$ cat config.mk
export PLATFORM = sky130hd
export DESIGN_NAME = ssp_serial_unit
export DESIGN_NICKNAME = d
export VERILOG_FILES = /design/src/hdl/ssp_serial_unit.v
export VERILOG_INCLUDE_DIRS = /design/src /design/src/hdl
export SDC_FILE = /design/constraint.sdc
export NUM_CORES = 1
export LEC_CHECK = 0
export ABC_CLOCK_PERIOD_IN_PS = 4700
export BUFFER_PORTS_ARGS = -buffer_cell sky130_fd_sc_hd__buf_4
export CAP_MARGIN = 25
export CORE_MARGIN = 8
export CORE_UTILIZATION = 32
export DETAILED_ROUTE_END_ITERATION = 10
export PLACE_DENSITY = 0.57
export SLEW_MARGIN = 20
export SYNTH_ARGS = -nofsm -noshare
export SYNTH_HDL_FRONTEND = slang
export SYNTH_SLANG_ARGS = --single-unit
$ cat constraint.sdc
create_clock -name clk -period 4.7 [get_ports clk]
set_clock_uncertainty 0.15 [all_clocks]
set_input_delay 0.94 -clock clk [delete_from_list [all_inputs] [get_ports clk]]
set_output_delay 0.94 -clock clk [all_outputs]
set_load 0.005 [all_outputs]
$ cat src/hdl/ssp_defines.vh
/*
  Constants for the serial unit: sampling counts, frame figures and
  reset values. Included by the serial unit design file only.
*/
`ifndef SSP_DEFINES_VH
`define SSP_DEFINES_VH

// ----------------------------------------------------------------
// sampling in asynchronous mode
// ----------------------------------------------------------------
// bit rate is one sixteenth of the sampling clock
`define SSP_OVERSAMPLE      16
`define SSP_SUB_LAST        4'hF
`define SSP_SUB_MID         4'h7
// external clock at most a quarter of the system clock
`define SSP_EXT_CLK_RATIO   4

// ----------------------------------------------------------------
// frame figures
// ----------------------------------------------------------------
`define SSP_BIT_LAST_8      3'h7
`define SSP_BIT_LAST_7      3'h6
`define SSP_SYNC_BIT_LAST   3'h7
`define SSP_MARK            1'b1
`define SSP_SPACE           1'b0
`define SSP_SCK_IDLE        1'b1

// ----------------------------------------------------------------
// reset values
// ----------------------------------------------------------------
`define SSP_RST_BYTE        8'h00
`define SSP_RST_SUB         4'h0
`define SSP_RST_BITS        3'h0
`define SSP_RST_SYNC3       3'h7

`endif

$ cat src/hdl/ssp_serial_unit.v
/*
  Serial unit with asynchronous and clocked synchronous modes,
  double-buffered transmit and receive paths and a parity error flag.
  Assumes control bits are held steady while a transfer runs, and that
  an external clock on the serial clock pin is at most a quarter of clk.
*/
// Overview of operation
// - parity error sets the parity error flag
// - bad-parity byte buffered, full flag stays clear
// - flag set blocks reception, synchronous transmission
// - flag cleared by read as one, write zero
// - receive disable leaves parity flag alone
// - external clock divided by sixteen per bit in async mode
// - start low, data, parity, high stops
// - idle line rests at mark level
// - mark-to-space edge starts a reception
// - transmitter and receiver run independently
// - both paths double buffered
// - twelve asynchronous frame formats selectable
// - synchronous character is eight bits, unframed
// - synchronous data changes on falling edge
// - synchronous data sampled on rising edge
// - line keeps last bit after character
// - no parity or multiprocessor bit synchronous
// - clock source select picks internal or pin
// - internal synchronous clock driven on pin
// - eight clock pulses per character
// - serial clock high while idle
// - synchronous duplex shares one serial clock
`timescale 1ns/100ps
`include "ssp_defines.vh"

module ssp_serial_unit (
  // clock and reset
  input  wire       clk,
  input  wire       resetn,
  // format and clock control
  input  wire       mode_sync,
  input  wire       data_seven,
  input  wire       parity_en,
  input  wire       parity_odd,
  input  wire       stop_two,
  input  wire       clock_source_select_hi,
  input  wire       clock_source_select_lo,
  input  wire [7:0] baud_div,
  input  wire       tx_enable,
  input  wire       rx_enable,
  // transmit buffer
  input  wire [7:0] tx_data,
  input  wire       tx_write,
  output reg        tx_empty_reg,
  // receive buffer and status
  input  wire       rx_read,
  output reg  [7:0] rx_buffer_reg,
  output reg        rx_full_flag_reg,
  input  wire       per_read,
  input  wire       per_write_zero,
  output reg        per_flag_reg,
  // serial pins
  input  wire       rxd_in,
  output reg        txd_out_reg,
  input  wire       sck_in,
  output reg        sck_out_reg,
  output reg        sck_oe_n_reg
);

  localparam ATX_IDLE  = 3'h0;
  localparam ATX_START = 3'h1;
  localparam ATX_DATA  = 3'h2;
  localparam ATX_PAR   = 3'h3;
  localparam ATX_STOP  = 3'h4;

  localparam ARX_IDLE  = 3'h0;
  localparam ARX_START = 3'h1;
  localparam ARX_DATA  = 3'h2;
  localparam ARX_PAR   = 3'h3;
  localparam ARX_STOP  = 3'h4;

  localparam SY_IDLE   = 1'b0;
  localparam SY_RUN    = 1'b1;

  // ----------------------------------------------------------------
  // pin synchronisers and clock selection
  // ----------------------------------------------------------------
  reg  [2:0] rxd_sync_reg;
  reg  [2:0] sck_sync_reg;
  reg        rxd_f_reg;
  reg        rxd_prev_reg;
  reg        sck_f_reg;
  reg        sck_prev_reg;
  reg  [7:0] div_cnt_reg;
  reg        brg_tick_reg;
  // shared by both engines, so declared ahead of them
  reg  [7:0] tx_data_buf_reg;

  // a level counts only once the second and third stages agree
  always @(posedge clk or negedge resetn) begin
    if (!resetn) begin
      rxd_sync_reg <= `SSP_RST_SYNC3;
      sck_sync_reg <= `SSP_RST_SYNC3;
      rxd_f_reg    <= `SSP_MARK;
      rxd_prev_reg <= `SSP_MARK;
      sck_f_reg    <= `SSP_SCK_IDLE;
      sck_prev_reg <= `SSP_SCK_IDLE;
    end else begin
      rxd_sync_reg <= {rxd_sync_reg[1:0], rxd_in};
      sck_sync_reg <= {sck_sync_reg[1:0], sck_in};
      if (rxd_sync_reg[1] == rxd_sync_reg[2])
        rxd_f_reg <= rxd_sync_reg[2];
      if (sck_sync_reg[1] == sck_sync_reg[2])
        sck_f_reg <= sck_sync_reg[2];
      rxd_prev_reg <= rxd_f_reg;
      sck_prev_reg <= sck_f_reg;
    end
  end

  // baud generator: one tick every baud_div+1 cycles
  always @(posedge clk or negedge resetn) begin
    if (!resetn) begin
      div_cnt_reg  <= `SSP_RST_BYTE;
      brg_tick_reg <= 1'b0;
    end else if (div_cnt_reg == baud_div) begin
      div_cnt_reg  <= `SSP_RST_BYTE;
      brg_tick_reg <= 1'b1;
    end else begin
      div_cnt_reg  <= div_cnt_reg + 8'h01;
      brg_tick_reg <= 1'b0;
    end
  end

  wire ext_clk   = clock_source_select_hi;
  wire ext_rise  = sck_f_reg & ~sck_prev_reg;
  wire ext_fall  = ~sck_f_reg & sck_prev_reg;
  // external clock in async mode is the sixteen-times clock
  wire tick16    = ext_clk ? ext_rise : brg_tick_reg;
  wire [2:0] last_bit = data_seven ? `SSP_BIT_LAST_7 : `SSP_BIT_LAST_8;

  // ----------------------------------------------------------------
  // asynchronous transmitter
  // ----------------------------------------------------------------
  reg  [2:0] atx_state_reg;
  reg  [3:0] atx_sub_reg;
  reg  [2:0] atx_bit_reg;
  reg  [7:0] atx_sh_reg;
  reg        atx_par_reg;
  reg        atx_stop2_reg;
  reg        atx_line_reg;

  wire atx_take = ~mode_sync & tx_enable & ~tx_empty_reg & (atx_state_reg == ATX_IDLE);
  wire atx_end  = tick16 & (atx_sub_reg == `SSP_SUB_LAST);

  always @(posedge clk or negedge resetn) begin
    if (!resetn) begin
      atx_state_reg <= ATX_IDLE;
      atx_sub_reg   <= `SSP_RST_SUB;
      atx_bit_reg   <= `SSP_RST_BITS;
      atx_sh_reg    <= `SSP_RST_BYTE;
      atx_par_reg   <= 1'b0;
      atx_stop2_reg <= 1'b0;
      atx_line_reg  <= `SSP_MARK;
    end else begin
      if (tick16)
        atx_sub_reg <= atx_sub_reg + 4'h1;
      case (atx_state_reg)
        ATX_IDLE: begin
          atx_line_reg <= `SSP_MARK;
          if (atx_take) begin
            atx_sh_reg    <= tx_data_buf_reg;
            atx_par_reg   <= parity_odd;
            atx_state_reg <= ATX_START;
            atx_sub_reg   <= `SSP_RST_SUB;
            atx_line_reg  <= `SSP_SPACE;
          end
        end
        ATX_START: begin
          if (atx_end) begin
            atx_state_reg <= ATX_DATA;
            atx_bit_reg   <= `SSP_RST_BITS;
            atx_line_reg  <= atx_sh_reg[0];
            atx_par_reg   <= atx_par_reg ^ atx_sh_reg[0];
            atx_sh_reg    <= {1'b0, atx_sh_reg[7:1]};
          end
        end
        ATX_DATA: begin
          if (atx_end) begin
            atx_bit_reg <= atx_bit_reg + 3'h1;
            if (atx_bit_reg == last_bit) begin
              atx_stop2_reg <= stop_two;
              if (parity_en) begin
                atx_state_reg <= ATX_PAR;
                atx_line_reg  <= atx_par_reg;
              end else begin
                atx_state_reg <= ATX_STOP;
                atx_line_reg  <= `SSP_MARK;
              end
            end else begin
              atx_line_reg <= atx_sh_reg[0];
              atx_par_reg  <= atx_par_reg ^ atx_sh_reg[0];
              atx_sh_reg   <= {1'b0, atx_sh_reg[7:1]};
            end
          end
        end
        ATX_PAR: begin
          if (atx_end) begin
            atx_state_reg <= ATX_STOP;
            atx_line_reg  <= `SSP_MARK;
          end
        end
        ATX_STOP: begin
          if (atx_end) begin
            if (atx_stop2_reg)
              atx_stop2_reg <= 1'b0;
            else
              atx_state_reg <= ATX_IDLE;
          end
        end
        default: atx_state_reg <= ATX_IDLE;
      endcase
    end
  end

  // ----------------------------------------------------------------
  // asynchronous receiver, independent of the transmitter
  // ----------------------------------------------------------------
  reg  [2:0] arx_state_reg;
  reg  [3:0] arx_sub_reg;
  reg  [2:0] arx_bit_reg;
  reg  [7:0] arx_sh_reg;
  reg        arx_par_reg;
  reg        arx_perr_reg;
  reg        arx_done_reg;

  wire arx_mid = tick16 & (arx_sub_reg == `SSP_SUB_MID);
  wire arx_ctr = tick16 & (arx_sub_reg == `SSP_SUB_LAST);

  always @(posedge clk or negedge resetn) begin
    if (!resetn) begin
      arx_state_reg <= ARX_IDLE;
      arx_sub_reg   <= `SSP_RST_SUB;
      arx_bit_reg   <= `SSP_RST_BITS;
      arx_sh_reg    <= `SSP_RST_BYTE;
      arx_par_reg   <= 1'b0;
      arx_perr_reg  <= 1'b0;
      arx_done_reg  <= 1'b0;
    end else begin
      arx_done_reg <= 1'b0;
      if (tick16)
        arx_sub_reg <= arx_sub_reg + 4'h1;
      // disabling aborts the character but never touches the flag
      if (!rx_enable || mode_sync) begin
        arx_state_reg <= ARX_IDLE;
      end else begin
        case (arx_state_reg)
          ARX_IDLE: begin
            // new start only on a mark-to-space edge, and never while flagged
            if (!per_flag_reg && rxd_prev_reg && !rxd_f_reg) begin
              arx_state_reg <= ARX_START;
              arx_sub_reg   <= `SSP_RST_SUB;
            end
          end
          ARX_START: begin
            if (arx_mid) begin
              // glitch shorter than half a bit is dropped
              if (rxd_f_reg == `SSP_SPACE) begin
                arx_state_reg <= ARX_DATA;
                arx_sub_reg   <= `SSP_RST_SUB;
                arx_bit_reg   <= `SSP_RST_BITS;
                arx_par_reg   <= parity_odd;
              end else begin
                arx_state_reg <= ARX_IDLE;
              end
            end
          end
          ARX_DATA: begin
            if (arx_ctr) begin
              arx_sh_reg  <= {rxd_f_reg, arx_sh_reg[7:1]};
              arx_par_reg <= arx_par_reg ^ rxd_f_reg;
              arx_bit_reg <= arx_bit_reg + 3'h1;
              if (arx_bit_reg == last_bit)
                arx_state_reg <= parity_en ? ARX_PAR : ARX_STOP;
            end
          end
          ARX_PAR: begin
            if (arx_ctr) begin
              arx_perr_reg  <= arx_par_reg ^ rxd_f_reg;
              arx_state_reg <= ARX_STOP;
            end
          end
          ARX_STOP: begin
            // the stop bit is not sampled; done at the first stop bit's centre, so the next start may follow
            if (arx_ctr) begin
              if (!parity_en)
                arx_perr_reg <= 1'b0;
              arx_done_reg  <= 1'b1;
              arx_state_reg <= ARX_IDLE;
              if (data_seven)
                arx_sh_reg <= {1'b0, arx_sh_reg[7:1]};
            end
          end
          default: arx_state_reg <= ARX_IDLE;
        endcase
      end
    end
  end

  // ----------------------------------------------------------------
  // clocked synchronous engine: one clock for both directions
  // ----------------------------------------------------------------
  reg        sy_state_reg;
  reg        sy_tx_on_reg;
  reg        sy_rx_on_reg;
  reg  [2:0] sy_bit_reg;
  reg  [7:0] sy_tsh_reg;
  reg  [7:0] sy_rsh_reg;
  reg        sy_line_reg;
  reg        sy_sck_reg;
  reg        sy_done_reg;

  wire sy_start = mode_sync & (sy_state_reg == SY_IDLE) & ~per_flag_reg &
                  ((tx_enable & ~tx_empty_reg) | (rx_enable & ~tx_enable & ~rx_full_flag_reg));
  wire sy_fall  = ext_clk ? ext_fall : (brg_tick_reg & sy_sck_reg);
  wire sy_rise  = ext_clk ? ext_rise : (brg_tick_reg & ~sy_sck_reg);

  always @(posedge clk or negedge resetn) begin
    if (!resetn) begin
      sy_state_reg <= SY_IDLE;
      sy_tx_on_reg <= 1'b0;
      sy_rx_on_reg <= 1'b0;
      sy_bit_reg   <= `SSP_RST_BITS;
      sy_tsh_reg   <= `SSP_RST_BYTE;
      sy_rsh_reg   <= `SSP_RST_BYTE;
      sy_line_reg  <= `SSP_MARK;
      sy_sck_reg   <= `SSP_SCK_IDLE;
      sy_done_reg  <= 1'b0;
    end else begin
      sy_done_reg <= 1'b0;
      case (sy_state_reg)
        SY_IDLE: begin
          sy_sck_reg <= `SSP_SCK_IDLE;
          if (sy_start) begin
            sy_state_reg <= SY_RUN;
            sy_tx_on_reg <= tx_enable;
            sy_rx_on_reg <= rx_enable;
            sy_tsh_reg   <= tx_data_buf_reg;
            sy_bit_reg   <= `SSP_RST_BITS;
          end
        end
        SY_RUN: begin
          if (!mode_sync) begin
            sy_state_reg <= SY_IDLE;
          end else begin
            if (!ext_clk && brg_tick_reg)
              sy_sck_reg <= ~sy_sck_reg;
            if (sy_fall && sy_tx_on_reg) begin
              // line then holds this bit; after the last it holds the msb
              sy_line_reg <= sy_tsh_reg[0];
              sy_tsh_reg  <= {1'b0, sy_tsh_reg[7:1]};
            end
            if (sy_rise) begin
              if (sy_rx_on_reg)
                sy_rsh_reg <= {rxd_f_reg, sy_rsh_reg[7:1]};
              sy_bit_reg <= sy_bit_reg + 3'h1;
              if (sy_bit_reg == `SSP_SYNC_BIT_LAST) begin
                sy_state_reg <= SY_IDLE;
                sy_done_reg  <= sy_rx_on_reg;
              end
            end
          end
        end
        default: sy_state_reg <= SY_IDLE;
      endcase
    end
  end

  // ----------------------------------------------------------------
  // double buffers and parity error flag
  // ----------------------------------------------------------------
  reg        per_armed_reg;

  wire tx_take = atx_take | (sy_start & tx_enable);

  always @(posedge clk or negedge resetn) begin
    if (!resetn) begin
      tx_data_buf_reg  <= `SSP_RST_BYTE;
      tx_empty_reg     <= 1'b1;
      rx_buffer_reg    <= `SSP_RST_BYTE;
      rx_full_flag_reg <= 1'b0;
      per_flag_reg     <= 1'b0;
      per_armed_reg    <= 1'b0;
    end else begin
      // a write into a full buffer is ignored
      if (tx_write && tx_empty_reg) begin
        tx_data_buf_reg <= tx_data;
        tx_empty_reg    <= 1'b0;
      end else if (tx_take) begin
        tx_empty_reg <= 1'b1;
      end
      if (per_read && per_flag_reg)
        per_armed_reg <= 1'b1;
      else if (per_write_zero)
        per_armed_reg <= 1'b0;
      // set wins over a clear in the same cycle
      if (arx_done_reg && arx_perr_reg) begin
        rx_buffer_reg <= arx_sh_reg;
        per_flag_reg  <= 1'b1;
      end else if (per_write_zero && per_armed_reg) begin
        per_flag_reg  <= 1'b0;
      end
      if ((arx_done_reg && !arx_perr_reg) || sy_done_reg) begin
        rx_buffer_reg    <= sy_done_reg ? sy_rsh_reg : arx_sh_reg;
        rx_full_flag_reg <= 1'b1;
      end else if (rx_read) begin
        rx_full_flag_reg <= 1'b0;
      end
    end
  end

  // ----------------------------------------------------------------
  // pin drivers
  // ----------------------------------------------------------------
  always @(posedge clk or negedge resetn) begin
    if (!resetn) begin
      txd_out_reg  <= `SSP_MARK;
      sck_out_reg  <= `SSP_SCK_IDLE;
      sck_oe_n_reg <= 1'b1;
    end else begin
      txd_out_reg  <= mode_sync ? sy_line_reg : atx_line_reg;
      sck_out_reg  <= sy_sck_reg;
      // drive the pin only for the internal clock in synchronous mode
      sck_oe_n_reg <= ~(mode_sync & ~ext_clk);
    end
  end

endmodule

==> results.toml <==
[worst_setup_path]
critPathLaunchType = "input pin"
critPathMaxFanout = 8
end_kind = "register"
worstPathArrival_ps = 2480
reg2reg_depth = 5
critPathBufInv = 1
reg2reg_from = "arx_state_reg[2]"
max_stage_delay_ps = 350
endpoint = "sy_rsh_reg[1]"
rrSetupSlack_ps = 2570
crit_required_ps = 4790
path_class = "input pin to register"
worstSetupStartpoint = "clock_source_select_hi"
crit-reg2reg-capture = "arx_bit_reg[2]"
crit_family = "simple AND/OR/NAND/NOR gates"
path_cells = "buf_4 -> nand2b_1 -> o21ai_1 -> and2_1 -> nand3_2 -> mux2_2"
slowest_stage = "mux2_2"
cp_num_cells = 6

[power_and_ir_drop]
pwr_density_cell_nw_per_um2 = 422.1
p_comb_frac = 0.172
swShare = 0.2709
p_int_mw = 1.858
total_power_mw = 2.549
vdd_ir_drop_max_mv = 0.2227
p_clk_frac = 0.322
leakagePower_nw = 2.601
p_sw_mw = 0.6904
power_frac_seq = 0.507

[clocking]
postCtsHoldBufs = 0
cts_tree = "built"
clock-root-buffer = "clkbuf_16"
clockBufferDepth = 2
clock_latency_ps = 350
cts_setup_buffers = 0
cts.htree.levels = 3
cts-buffers-inserted = 9
cts_resized = 0
cts.clk_slew.worst_paths_ps = 70
cts.sinks = 109

[global_route]
antenna_found_initial = 0
grt_max_degree = 48
grt_pass1_vias = 3805
grt_first_pass_wirelength_um = 19220
grt-ovfl-total = 0
grt_use_total = 0.1175

[sta]
period_minus_slack_ps = 2390
fmax_ghz = 0.4184
finalMaxSlewViolations = 0
min_period_over_period = 0.5085
slew_headroom = 0.5215
rsz0062_at_grt = "false"
hold_viol = 0
setup_viol = 0
tightest_slew_ps = 717.8
setup-tns-final_ps = 0

[synth]
syn-num-nets = 486
synth_ff_type = "dfrtp_1"
synth_compound_area_frac = 0.1449
synth.area.mux_share = 0.1090
syn_inst = 446
ys_seq_area_frac = 0.5331
syn_avg_cell_area_um2 = 11.56
synth-simple-area-share = 0.1342
ys.warnings.count = 0
ys_async_sr_fraction = 1.000
synthAdderAreaFrac = 0.02087
yosys-top-cells-area = "dfrtp_1 45%, mux2_2 9.0%, dfstp_2 8.7%"
synth_cell_type_count = 63
synth_edf_count = 0
yosys_register_bits = 109
synth_area_leader_cell = "dfrtp_1"
synth_xor_area_frac = 0.03907
syn_area_um2 = 5156
synth_top_family_by_area = "compound AO/OA/AOI/OAI gates"
synth_top_area_frac = 0.4465

[drt]
wl_per_cell_um = 15.51
final_antenna_net_count = 0
drt_first_pass_iters = 4
drt-total-wl_um = 11000
routed_via_density = 5.006
via_count = 3549
drt_iter0_markers = 139
drc = 0

[cells_and_area]
fin_nets = 528
layout_common_cells = "92 x dfrtp_1, 47 x buf_4, 41 x mux2_2"
diodes = 0
syn2layout_area_growth_pct = 17.11
final_common_cell = "dfrtp_1"
drive_gt1_frac = 0.2759

[job]
maxCapViolations = 0

[worst_hold_path]
hp-class = "register to register"
hold-path-cell-count = 0

[floorplanning]
rows = 46
die_area_um2 = 20430
core_area_um2 = 15830
die_y_um = 142.9
io_pins = 47
die_w_um = 142.9
initial_core_util = 0.3258

[status]
status = "finished clean"

[placed_design]
numPortBuffers = 45
gp_congestion = 0.8045
hpwlAfterDp_um = 8006
[cell families (layout without fill, tap and decap cells)]
logic type | count (synthesis) | in the layout
and+or+nand+nor | 126 | 126
DFF | 109 | 109
AOI/OAI and AO/OA | 104 | 104
muxes | 51 | 51
buffers and inverters | 24 | 71
xor gates and xnor gates | 23 | 23
adders and majority gates | 9 | 9
[worst min path at each step]
stage | slack [ps] | end | startpoint
floorplan | 200 | rxd_sync_reg[1] | rxd_sync_reg[0]
global placement | 200 | sck_sync_reg[1] | sck_sync_reg[0]
detailed placement | 200 | rxd_sync_reg[1] | rxd_sync_reg[0]
CTS | 210 | rxd_sync_reg[1] | rxd_sync_reg[0]
global route | 210 | rxd_sync_reg[1] | rxd_sync_reg[0]
finish | 210 | rxd_sync_reg[1] | rxd_sync_reg[0]
[Yosys cell counts, types with 3 or more instances]
| master | n |
|---|---|
| nor2b_1 | 5 |
| a21oi_1 | 13 |
| clkbuf_1 | 10 |
| o21ai_0 | 28 |
| nor2_1 | 26 |
| a211oi_1 | 3 |
| o211ai_1 | 4 |
| mux2i_1 | 10 |
| dfstp_2 | 17 |
| xnor2_1 | 13 |
| and3_1 | 5 |
| nand4_1 | 7 |
| ha_1 | 7 |
| nand3_1 | 13 |
| buf_2 | 6 |
| a22oi_1 | 5 |
| inv_1 | 8 |
| o2111ai_1 | 4 |
| dfrtp_1 | 92 |
| a32o_1 | 5 |
| mux2_2 | 41 |
| nand2_1 | 34 |
| nor3b_1 | 3 |
| xor2_1 | 10 |
| o31ai_1 | 3 |
| and2_1 | 4 |
| a31oi_1 | 5 |
| a22o_1 | 15 |
| nand2b_1 | 7 |
| a21o_1 | 4 |
[layout make-up]
| cell class | count | area [um2] |
|---|---|---|
| timing repair buffer | 47 | 352.8 |
| tap | 216 | 270.3 |
| fill | 1560 | 9789 |
| multi-input combinational | 313 | 2310 |
| inverter | 8 | 30.03 |
| clock buffer | 11 | 242.7 |
| clock inverter | 5 | 83.83 |
| sequential | 109 | 2749 |
[power groups by stage]
stage	Sequential [mW]	Combinational (mW)	Clock (mW)
6_report	1.29	0.437	0.820
5_1_grt	1.32	0.496	0.892
4_1_cts	1.29	0.447	0.855
3_5_place_dp	1.31	0.446	0
3_3_place_gp	1.30	0.423	0
2_1_floorplan	1.25	0.337	0
[per-layer routing]
layer	track usage	routed length, um	vias up
met5	0	0	-
li1	-	-	1711
met3	0.03573	546	12
met2	0.1875	5099	63
met1	0.1471	5163	1763
met4	0.04251	191	0
[per-stage QoR]
stage / setup slack, ps / util / cell area, um2 / hold slack, ps / cells
4_1_cts: 2292 / 0.3815 / 6038 / 208.4 / 709
5_1_grt: 2197 / 0.3815 / 6038 / 210.9 / 709
3_3_place_gp: 1968 / 0.3609 / 5712 / 197.1 / 693
6_report: 2310 / 0.3815 / 6038 / 207.1 / 709
2_1_floorplan: 2342 / - / 5156 / 195.2 / 446
3_5_place_dp: 1903 / 0.3609 / 5712 / 197.6 / 693
No activity file was read; power rests on OpenSTA's default activity.
